`src/hdl/alg_pkg.sv`:
```
// Constants and carrier types for the audio link global status register
package alg_pkg;

  // ********************************************************************
  // Register placement and reset value
  // ********************************************************************
  localparam logic [15:0] ALG_LGS_OFFSET = 16'h0030;   // From the bus-master I/O base
  localparam logic [31:0] ALG_LGS_RESET  = 32'h0070_0000;

  // ********************************************************************
  // Field positions
  // ********************************************************************
  localparam int ALG_POS_L2_RESUME  = 29;
  localparam int ALG_POS_L2_READY   = 28;
  localparam int ALG_POS_BCLK_STOP  = 27;
  localparam int ALG_POS_SPDIF_IRQ  = 26;
  localparam int ALG_POS_PCM2_IRQ   = 25;
  localparam int ALG_POS_MIC2_IRQ   = 24;
  localparam int ALG_POS_SAMPLE_LSB = 22;
  localparam int ALG_POS_MULTI_LSB  = 20;
  localparam int ALG_POS_MODEM_SEM  = 17;
  localparam int ALG_POS_AUDIO_SEM  = 16;
  localparam int ALG_POS_READ_TMO   = 15;
  localparam int ALG_POS_GPI_LSB    = 12;
  localparam int ALG_POS_L1_RESUME  = 11;
  localparam int ALG_POS_L0_RESUME  = 10;
  localparam int ALG_POS_L1_READY   = 9;
  localparam int ALG_POS_L0_READY   = 8;
  localparam int ALG_POS_GPI_CHG    = 0;

  // Capability fields are fixed by the reset value
  localparam logic [1:0] ALG_SAMPLE_CAP = ALG_LGS_RESET[23:22];
  localparam logic [1:0] ALG_MULTI_CAP  = ALG_LGS_RESET[21:20];

  // ********************************************************************
  // Bit clock watchdog timing
  // ********************************************************************
  localparam int ALG_BCLK_STOP_PCI_CLOCKS = 4;        // Stop window in PCI clocks
  localparam int ALG_PCI_PERIOD_PS        = 30000;
  localparam int ALG_CLK_PERIOD_PS        = 5000;
  localparam int ALG_BCLK_STOP_PS         = ALG_BCLK_STOP_PCI_CLOCKS * ALG_PCI_PERIOD_PS;
  localparam int ALG_BCLK_STOP_CYCLES     =
    (ALG_BCLK_STOP_PS + ALG_CLK_PERIOD_PS - 1) / ALG_CLK_PERIOD_PS;
  localparam logic [4:0] ALG_BCLK_STOP_LIMIT = 5'(ALG_BCLK_STOP_CYCLES);

  // ********************************************************************
  // Widths and carriers
  // ********************************************************************
  localparam int ALG_CH_STAT_W = 3;                   // Status bits per DMA channel
  localparam int ALG_LINES     = 3;                   // Serial data input lines

  typedef struct packed {
    logic        wr;
    logic        rd;
    logic [15:0] addr;
    logic [3:0]  be;
    logic [31:0] wdata;
  } alg_io_req_t;

  typedef struct packed {
    logic [ALG_CH_STAT_W-1:0] spdif;
    logic [ALG_CH_STAT_W-1:0] pcm_in2;
    logic [ALG_CH_STAT_W-1:0] mic_in2;
  } alg_chan_stat_t;

endpackage

```
`src/hdl/alg_status.sv`:
```
// Global status register of the audio link controller
`timescale 1ns/10ps
`default_nettype none

// What this block does
// - Line-2 resume event sets its flag; a software write of 1 or a core reset clears it.
// - Lines 1 and 0 resume events set own flags; write 1 clears each.
// - Function reset leaves resume, timeout and semaphore bits untouched.
// - Three read-only codec-ready bits follow each line's ready indication.
// - Codec-ready bits gate nothing; software checks them before starting engines.
// - Bit-clock-stopped reads 1 after four PCI clocks without an edge.
// - S/PDIF summary bit is high while any of its status bits is set.
// - PCM In 2 summary bit is high while any of its status bits is set.
// - Mic In 2 summary bit is high while any of its status bits is set.
// - Sample-capability field reads constant 01.
// - Multichannel capability field reads its fixed reset-default value.
// - Modem and audio semaphores are plain read/write bits without effect.
// - Semaphores live in suspend domain, cleared only by suspend reset.
// - Codec read timeout sets a flag held until software writes 1.
// - Slot 12 bits 3..1 read back at positions 14..12.
// - Slot 12 bit 0 sets GPI change flag; write 1 clears it.
// - Resume interrupt raised only when that line's enable is set.

module alg_status
  import alg_pkg::*;
(
  input  wire logic                 CLK,
  input  wire logic                 RSTN,
  input  wire logic                 SUSPEND_RSTN,
  input  wire logic                 FUNC_RESET,
  input  wire logic [15:0]          BUS_MASTER_IO_BASE,
  input  wire alg_io_req_t          IO_REQ,
  output var  logic [31:0]          IO_RDATA,
  output var  logic                 IO_ACK,
  input  wire logic                 BIT_CLK,
  input  wire logic [ALG_LINES-1:0] SERIAL_DATA_INPUT_LINE_READY,
  input  wire logic [ALG_LINES-1:0] SERIAL_DATA_INPUT_LINE_RESUME,
  input  wire alg_chan_stat_t       CHAN_STATUS,
  input  wire logic                 SLOT12_VALID,
  input  wire logic [3:0]           SLOT12_GPI,
  input  wire logic                 READ_TIMEOUT,
  input  wire logic [ALG_LINES-1:0] LINE_RESUME_IRQ_ENABLE,
  input  wire logic                 GPI_IRQ_ENABLE,
  output var  logic                 RESUME_IRQ,
  output var  logic                 GPI_IRQ
);

  // ********************************************************************
  // Helper functions
  // ********************************************************************

  // Sticky bit update: the set side wins so no event is lost on a clear
  function automatic logic sticky(input logic cur,
                                  input logic set,
                                  input logic clr);
    sticky = set | (cur & ~clr);
  endfunction

  // Expand byte enables into a bit mask
  function automatic logic [31:0] be_mask(input logic [3:0] be);
    be_mask = {{8{be[3]}}, {8{be[2]}}, {8{be[1]}}, {8{be[0]}}};
  endfunction

  // ********************************************************************
  // Declarations
  // ********************************************************************
  logic [6:0]           sync1_ff;
  logic [6:0]           sync2_ff;
  logic                 bclk_d_ff;
  logic [ALG_LINES-1:0] resume_d_ff;
  logic [4:0]           idle_cnt_ff;
  logic [4:0]           nxt_idle_cnt;
  logic                 bclk_stop_ff;
  logic [ALG_LINES-1:0] ready_ff;
  logic [ALG_LINES-1:0] resume_flag_ff;
  logic [ALG_LINES-1:0] nxt_resume_flag;
  logic                 read_tmo_ff;
  logic                 gpi_chg_ff;
  logic [2:0]           gpi_bits_ff;
  logic                 modem_sem_ff;
  logic                 audio_sem_ff;
  logic                 spdif_irq_ff;
  logic                 pcm2_irq_ff;
  logic                 mic2_irq_ff;
  logic [31:0]          rdata_ff;
  logic                 ack_ff;
  logic                 resume_irq_ff;
  logic                 gpi_irq_ff;

  wire logic [15:0]          reg_addr;
  wire logic                 addr_hit;
  wire logic                 wr_hit;
  wire logic                 rd_hit;
  wire logic [31:0]          wr_ones;
  wire logic                 bclk_s;
  wire logic [ALG_LINES-1:0] ready_s;
  wire logic [ALG_LINES-1:0] resume_s;
  wire logic                 bclk_edge;
  wire logic [ALG_LINES-1:0] resume_evt;
  wire logic [ALG_LINES-1:0] resume_clr;
  wire logic                 read_tmo_clr;
  wire logic                 gpi_chg_set;
  wire logic                 gpi_chg_clr;
  wire logic [31:0]          status_word;

  // ********************************************************************
  // Register decode
  // ********************************************************************

  // Any byte lane inside the aligned word selects the register
  assign reg_addr = 16'(BUS_MASTER_IO_BASE + ALG_LGS_OFFSET);  // Wraps inside the I/O space
  assign addr_hit = (IO_REQ.addr[15:2] == reg_addr[15:2]);
  assign wr_hit   = IO_REQ.wr & addr_hit;
  assign rd_hit   = IO_REQ.rd & addr_hit;
  assign wr_ones  = wr_hit ? (IO_REQ.wdata & be_mask(IO_REQ.be)) : 32'h0000_0000;

  // ********************************************************************
  // Input synchronisers
  // ********************************************************************

  // Bit clock, ready and resume come from the link side; two stages each
  always_ff @(posedge CLK) begin
    if (!RSTN) begin
      sync1_ff <= 7'h00;
      sync2_ff <= 7'h00;
    end else begin
      sync1_ff <= {SERIAL_DATA_INPUT_LINE_RESUME, SERIAL_DATA_INPUT_LINE_READY, BIT_CLK};
      sync2_ff <= sync1_ff;
    end
  end

  assign bclk_s   = sync2_ff[0];
  assign ready_s  = sync2_ff[3:1];
  assign resume_s = sync2_ff[6:4];

  // Delayed copies for edge detection, taken from the second stage only
  always_ff @(posedge CLK) begin
    if (!RSTN) begin
      bclk_d_ff   <= 1'b0;
      resume_d_ff <= 3'h0;
    end else begin
      bclk_d_ff   <= bclk_s;
      resume_d_ff <= resume_s;
    end
  end

  assign bclk_edge  = bclk_s ^ bclk_d_ff;
  assign resume_evt = resume_s & ~resume_d_ff;   // One pulse per resume request

  // ********************************************************************
  // Bit clock watchdog
  // ********************************************************************

  // Counter saturates so a long stop cannot wrap back to running
  assign nxt_idle_cnt = bclk_edge ? 5'h00 :
                        (idle_cnt_ff == ALG_BCLK_STOP_LIMIT) ? idle_cnt_ff :
                        5'(idle_cnt_ff + 5'h01);

  always_ff @(posedge CLK) begin
    if (!RSTN) begin
      idle_cnt_ff  <= 5'h00;
      bclk_stop_ff <= 1'b0;
    end else begin
      idle_cnt_ff  <= nxt_idle_cnt;
      bclk_stop_ff <= (nxt_idle_cnt == ALG_BCLK_STOP_LIMIT);
    end
  end

  // ********************************************************************
  // Codec ready and channel summaries
  // ********************************************************************

  // Ready bits are status only; the DMA engines never look at them
  always_ff @(posedge CLK) begin
    if (!RSTN) begin
      ready_ff <= 3'h0;
    end else begin
      ready_ff <= ready_s;
    end
  end

  // Summaries follow the channel status bits, set and clear alike
  always_ff @(posedge CLK) begin
    if (!RSTN) begin
      spdif_irq_ff <= 1'b0;
      pcm2_irq_ff  <= 1'b0;
      mic2_irq_ff  <= 1'b0;
    end else begin
      spdif_irq_ff <= |CHAN_STATUS.spdif;
      pcm2_irq_ff  <= |CHAN_STATUS.pcm_in2;
      mic2_irq_ff  <= |CHAN_STATUS.mic_in2;
    end
  end

  // ********************************************************************
  // Sticky event flags
  // ********************************************************************

  assign resume_clr = {wr_ones[ALG_POS_L2_RESUME],
                       wr_ones[ALG_POS_L1_RESUME],
                       wr_ones[ALG_POS_L0_RESUME]};
  assign read_tmo_clr = wr_ones[ALG_POS_READ_TMO];
  assign gpi_chg_set  = SLOT12_VALID & SLOT12_GPI[0];
  assign gpi_chg_clr  = wr_ones[ALG_POS_GPI_CHG];

  // Resume flags per line; interrupt enables do not gate the record
  always_comb begin
    nxt_resume_flag = resume_flag_ff;
    for (int i = 0; i < ALG_LINES; i++) begin
      nxt_resume_flag[i] = sticky(resume_flag_ff[i], resume_evt[i], resume_clr[i]);
    end
  end

  // Function reset is deliberately absent here so flags survive D3 to D0
  always_ff @(posedge CLK) begin
    if (!RSTN) begin
      resume_flag_ff <= 3'h0;
      read_tmo_ff    <= 1'b0;
      gpi_chg_ff     <= 1'b0;
    end else begin
      resume_flag_ff <= nxt_resume_flag;
      read_tmo_ff    <= sticky(read_tmo_ff, READ_TIMEOUT, read_tmo_clr);
      gpi_chg_ff     <= sticky(gpi_chg_ff, gpi_chg_set, gpi_chg_clr);
    end
  end

  // ********************************************************************
  // Slot 12 GPI snapshot
  // ********************************************************************

  // Holds the last frame's bits; a function reset returns it to zero
  always_ff @(posedge CLK) begin
    if (!RSTN || FUNC_RESET) begin
      gpi_bits_ff <= 3'h0;
    end else if (SLOT12_VALID) begin
      gpi_bits_ff <= SLOT12_GPI[3:1];
    end
  end

  // ********************************************************************
  // Power-down semaphores
  // ********************************************************************

  // Suspend well: core and function resets cannot touch these bits
  always_ff @(posedge CLK) begin
    if (!SUSPEND_RSTN) begin
      modem_sem_ff <= ALG_LGS_RESET[ALG_POS_MODEM_SEM];
      audio_sem_ff <= ALG_LGS_RESET[ALG_POS_AUDIO_SEM];
    end else if (wr_hit) begin
      if (IO_REQ.be[2]) begin
        modem_sem_ff <= IO_REQ.wdata[ALG_POS_MODEM_SEM];
        audio_sem_ff <= IO_REQ.wdata[ALG_POS_AUDIO_SEM];
      end
    end
  end

  // ********************************************************************
  // Read path
  // ********************************************************************

  // Reserved positions are tied to zero; writes there land nowhere
  assign status_word = {2'b00,
                        resume_flag_ff[2],
                        ready_ff[2],
                        bclk_stop_ff,
                        spdif_irq_ff,
                        pcm2_irq_ff,
                        mic2_irq_ff,
                        ALG_SAMPLE_CAP,
                        ALG_MULTI_CAP,
                        2'b00,
                        modem_sem_ff,
                        audio_sem_ff,
                        read_tmo_ff,
                        gpi_bits_ff,
                        resume_flag_ff[1],
                        resume_flag_ff[0],
                        ready_ff[1],
                        ready_ff[0],
                        7'h00,
                        gpi_chg_ff};

  // Data is captured at the read strobe and answered one cycle later
  always_ff @(posedge CLK) begin
    if (!RSTN) begin
      rdata_ff <= 32'h0000_0000;
      ack_ff   <= 1'b0;
    end else begin
      ack_ff <= wr_hit | rd_hit;
      if (rd_hit) begin
        rdata_ff <= status_word;
      end
    end
  end

  assign IO_RDATA = rdata_ff;
  assign IO_ACK   = ack_ff;

  // ********************************************************************
  // Interrupt requests
  // ********************************************************************

  // Level requests follow the sticky flags through their enables
  always_ff @(posedge CLK) begin
    if (!RSTN) begin
      resume_irq_ff <= 1'b0;
      gpi_irq_ff    <= 1'b0;
    end else begin
      resume_irq_ff <= |(nxt_resume_flag & LINE_RESUME_IRQ_ENABLE);
      gpi_irq_ff    <= sticky(gpi_chg_ff, gpi_chg_set, gpi_chg_clr) & GPI_IRQ_ENABLE;
    end
  end

  assign RESUME_IRQ = resume_irq_ff;
  assign GPI_IRQ    = gpi_irq_ff;

endmodule

`default_nettype wire

```
`config.mk`:
```
export PLATFORM = sky130hd
export DESIGN_NAME = alg_status
export DESIGN_NICKNAME = d
export VERILOG_FILES = /design/src/hdl/alg_pkg.sv /design/src/hdl/alg_status.sv
export SDC_FILE = /design/constraint.sdc
export NUM_CORES = 1
export LEC_CHECK = 0
export BUFFER_PORTS_ARGS = -buffer_cell sky130_fd_sc_hd__buf_2
export CELL_PAD_IN_SITES_DETAIL_PLACEMENT = 0
export CELL_PAD_IN_SITES_GLOBAL_PLACEMENT = 2
export CORE_ASPECT_RATIO = 2
export CORE_MARGIN = 10
export CORE_UTILIZATION = 26
export CTS_CLUSTER_SIZE = 40
export DETAILED_ROUTE_END_ITERATION = 8
export PLACE_DENSITY_LB_ADDON = 0.25
export RECOVER_POWER = 50
export SETUP_SLACK_MARGIN = 0.2
export SLEW_MARGIN = 20
export SYNTH_ARGS = -nofsm -noshare
export SYNTH_HDL_FRONTEND = slang
export SYNTH_SLANG_ARGS = --single-unit
```
`constraint.sdc`:
```
create_clock -name CLK -period 3.2 [get_ports CLK]
set_input_delay 0.48 -clock CLK [delete_from_list [all_inputs] [get_ports CLK]]
set_output_delay 0.48 -clock CLK [all_outputs]
set_load 0.02 [all_outputs]
```
Word level (Yosys, flattened, before mapping)
Cells that the tools add are included.
{"block": "totals", "ff_bits": 63, "inputBits": 100, "output_inout_bits": 35, "word_cells": 60}
{"block": "op_classes", "n_addsub": 2, "eq_ne": 3, "muxes": 3, "n_bitwise": 25, "n_reduce_logical": 7}
{"op": "$and A30 B30 Y30", "n": 1}
{"op": "$mux W30", "n": 1}
{"op": "$add A16 B6 Y16 const B", "n": 1}
{"op": "$eq A14 B14 Y1", "n": 1}
{"op": "$reduce_or A3 Y1", "n": 4}
{"op": "$eq A5 B5 Y1 const B", "n": 2}
{"op": "$mux W5", "n": 2}
{"op": "$and A1 B1 Y1", "n": 9}
{"op": "$and A3 B3 Y3", "n": 2}
{"op": "$or A1 B1 Y1", "n": 6}
{"op": "$add A5 B1 Y5 const B", "n": 1}
{"op": "$not A1 Y1", "n": 5}
{"op": "$not A3 Y3", "n": 1}
{"op": "$reduce_and A2 Y1", "n": 1}
{"op": "$logic_not A1 Y1", "n": 1}
{"op": "$logic_or A1 B1 Y1", "n": 1}
{"op": "$xor A1 B1 Y1", "n": 1}

Longest topological paths before layout
{"block": "depth", "depth_word": 9, "depth_mapped": 11}

Worst setup path before layout
No wires, ideal clock.
{"block": "synth_path", "kind": "input port to flip-flop", "startpoint": "input BUS_MASTER_IO_BASE[4]", "endpoint": "register rdata_ff[14] (netlist: IO_RDATA[14])", "setup_ns": 0.116, "arrival_time_ns": 2.477, "t_required_ns": 3.084, "setup_slack_ns": 0.607, "stages": 11, "path_buffers": 2, "path_cell_list": "inv_1 -> ha_1 -> nand2b_2 -> nor4_1 -> xnor2_1 -> o2111ai_1 -> or4_1 -> buf_6 -> buf_6 -> mux2i_1 -> nor2b_1"}
{"block": "synth_via", "elab_chain_cells": 3}
{"element": "start: declaration", "line": "alg_status.sv:31", "source": "input wire logic [15:0] BUS_MASTER_IO_BASE,"}
{"element": "$add A16 B6 Y16", "line": "alg_status.sv:111", "source": "assign reg_addr = 16'(BUS_MASTER_IO_BASE + ALG_LGS_OFFSET);"}
{"element": "$eq A14 B14 Y1", "line": "alg_status.sv:112", "source": "assign addr_hit = (IO_REQ.addr[15:2] == reg_addr[15:2]);"}
{"element": "$and A1 B1 Y1", "line": "alg_status.sv:114", "source": "assign rd_hit = IO_REQ.rd & addr_hit;"}
{"element": "end signal: assignment", "line": "alg_status.sv:291", "source": "rdata_ff <= status_word;"}
{"element": "end: declaration", "line": "alg_status.sv:85", "source": "logic [31:0] rdata_ff;"}
No other way between the ends.
A chain may end at the register's enable or synchronous reset.

Worst setup path after layout
{"block": "layout_path", "startpoint": "input BUS_MASTER_IO_BASE[4]", "endpoint": "register rdata_ff[10] (netlist: IO_RDATA[10])"}
Same word-level chain as after synthesis.

==> out/results.txt <==
CTS tree -> yes
# fillers -> 1139
area leader, netlist -> dfxtp_1
reg2reg path depth -> 6
Initial Utilization -> 0.263
Slew HR -> 0.163
DRC -> 0
R2R setup slack -> 1870 ps
multi-input logic area -> 1360 sq um
Worst IR Drop VDD -> 0.000264 V
routed vias/inst -> 4.26
Wirelength per Cell -> 13.5 microns
CP Max Fanout -> 18
Syn Area/Cell -> 9.64 sq um
outcome -> complete, no violations
crit start category -> input pin
Hold WC Path Type -> input pin to register
post-CTS setup buffers -> 0
DRT iter0 DRCs -> 41
die footprint -> 15300 sq um
vias -> 2215
num rows -> 53
largest net degree at the start of global routing -> 34
Synth Instances -> 284
Worst R2R End -> bclk_stop_ff$_SDFF_PN0_
TritonRoute pass-1 iters -> 4
Final Max Slew Viols -> 0
Ant. Diodes -> 0
final worst slack -> 499 ps
EDFF count, synth -> 0
Detail Placement HPWL -> 5.66 mm
CTS Sinks -> 61
async set-reset flop share out of synthesis -> 0
Max Root-Sink Buffers -> 2
period utilization -> 0.844
Crit path required time -> 3410 ps
count of final setup violators -> 0
unrepaired setup endpoints after global routing -> no
Seq/Total Area, Yosys -> 0.446
setup TNS -> 0 ps
post-route ant nets -> 0
Arr. time, crit path -> 2910 ps
clock latency at the later pin of the worst-skew pair -> 320 ps
Max Fclk -> 370 MHz
Reg clk slew, reported paths -> 50 ps
area grow syn2layout -> 29.7%
final wirelength -> 7.03 mm
# port buffers -> 93
Worst Hold Endpoint -> sync1_ff[3]$_SDFF_PN0_
Die W -> 92.6 microns
Worst Skew -> 2.80 ps
Cells after DPL -> 504
Setup CP Type -> input pin to register
Seq cells post-synth -> 61
WHS Path Cells -> 2
CTS Buf Count -> 9
share of cells above drive strength 1 -> 0.274
max-cap viol count -> 0
Top Ports -> 135
Final Hold Fails -> 0
layout net count -> 481
dominant synthesized flop cell -> dfxtp_1
Die Height -> 165 microns
Worst R2R Start -> idle_cnt_ff[0]$_SDFF_PN0_
final cell count without fillers -> 520
dominant cells by area after synthesis -> dfxtp_1 45%, mux2i_1 8.4%, and2_1 5.0%
FF+latch area -> 1220 sq um
CP Capture Type -> register
Pwr per Cell Area -> 520 nW/um^2
Synth top area share -> 0.446
vias in the first global route -> 2392
Root Driver -> clkbuf_16
GRT Total Usage -> 0.0931
Worst Max-Slew Pin Slew -> 1260 ps
Hold Crit Start -> SERIAL_DATA_INPUT_LINE_READY[2]
GP Congestion -> 0.743
Core Area -> 10400 sq um
post-layout util -> 0.341
first-pass GRT wire length -> 11.0 mm
Syn Std Cell Area -> 2740 sq um
total leakage power -> 0.00163 uW
Synth Warn # -> 0
fin crit period -> 2700 ps
CTS resizes -> 0
grt total ovfl -> 0
H-tree Lvls -> 3
unique cell type count in the Yosys netlist -> 47
antenna violations before repair -> 2
cts hold-fix bufs -> 0
pre-CTS WS -> 102 ps
-- where the power goes --
group | internal [uW] | switching, uW | leakage [uW]
registers | 784 | 9.30 | 0.000498
logic | 81.2 | 93.9 | 0.000998
clock network | 561 | 317 | 0.000138
total | 1430 | 420 | 0.00163
-- logic make-up after synthesis --
logic type                 Yosys count  synth area share
AOI/OAI and AO/OA                   41             0.110
other                                1           0.00137
adders and majority gates            3            0.0137
DFF                                 61             0.446
muxes                               23            0.0841
and+or+nand+nor                    103             0.216
buffers and inverters               34            0.0718
xor gates and xnor gates            18            0.0576
-- flip-flops by register name (all words and copies together), names as in the netlist --
signal          count
GPI_IRQ             1
IO_ACK              1
IO_RDATA           18
RESUME_IRQ          1
audio_sem_ff        1
bclk_d_ff           1
bclk_stop_ff        1
gpi_bits_ff         3
gpi_chg_ff          1
idle_cnt_ff         5
mic2_irq_ff         1
modem_sem_ff        1
pcm2_irq_ff         1
read_tmo_ff         1
ready_ff            3
resume_d_ff         3
resume_flag_ff      3
spdif_irq_ff        1
sync1_ff            7
sync2_ff            7
-- area by class of cell --
cell class	count	share of cell area
clock inverters	4	0.00634
inverters	11	0.0116
clock buffers	12	0.0723
flip-flops and latches	61	0.344
repair buffers	95	0.134
well taps	137	0.0483
multi-input cells	200	0.384
-- worst max-delay path: stages --
cell	delay (ps)
buf_2	150
inv_1	60
ha_1	220
nand2b_2	250
nor4_1	270
xnor2_1	170
o2111ai_1	240
or4_1	620
buf_12	210
mux2i_1	160
nor2b_1	70
-- how the worst max path moves through the flow --
| stage | to | slack (ps) | cells past startpoint | start |
|---|---|---|---|---|
| 2_1_floorplan | IO_RDATA[14]$_SDFFE_PN0P_ | 610 | 11 | BUS_MASTER_IO_BASE[4] |
| 3_3_place_gp | RESUME_IRQ$_SDFF_PN0_ | 160 | 10 | BUS_MASTER_IO_BASE[4] |
| 3_5_place_dp | IO_RDATA[27]$_SDFFE_PN0P_ | 100 | 11 | BUS_MASTER_IO_BASE[4] |
| 4_1_cts | IO_RDATA[10]$_SDFFE_PN0P_ | 450 | 11 | BUS_MASTER_IO_BASE[4] |
| 5_1_grt | IO_RDATA[9]$_SDFFE_PN0P_ | 330 | 11 | BUS_MASTER_IO_BASE[4] |
| 6_report | IO_RDATA[10]$_SDFFE_PN0P_ | 500 | 11 | BUS_MASTER_IO_BASE[4] |
-- cell usage in the layout (no fill, tap or decap), drive strengths merged, types with 3 or more instances in the layout --
cell type,count
buf,83
dfxtp,61
clkbuf,24
mux2i,23
and2,22
nor2b,19
nor2,17
nand2,13
conb,12
inv,11
xor2,10
o21ai,10
xnor2,8
nand3,6
a21boi,6
nor3,5
nand2b,5
nor4,5
o21a,4
o31a,3
ha,3
clkinv,3
o2111ai,3
o22ai,3
-- synth_stat cells, types with 6 or more instances --
cell type,number
nor2b_1,19
nand3_1,6
xnor2_1,8
inv_1,11
nor2_1,17
clkbuf_1,6
nand2_1,13
o21ai_0,10
and2_1,22
mux2i_1,23
xor2_1,10
buf_4,14
dfxtp_1,61
-- stage by stage --
step | hold slack (ps) | cell area [sq um] | power [uW]
2_1_floorplan | 412 | 2780 | 921
5_1_grt | 356 | 3550 | 1940
3_5_place_dp | 417 | 3290 | 988
3_3_place_gp | 415 | 3290 | 985
4_1_cts | 348 | 3570 | 1880
6_report | 364 | 3550 | 1850
-- routing by layer --
layer | track usage | up-vias | part of all wire
li1 | - | 1135 | -
met5 | 0 | - | 0.0027
met3 | 0.0371 | 16 | 0.061
met4 | 0.0550 | 4 | 0.026
met2 | 0.176 | 72 | 0.55
met1 | 0.0788 | 988 | 0.36
No activity file was read; power rests on OpenSTA's default activity.
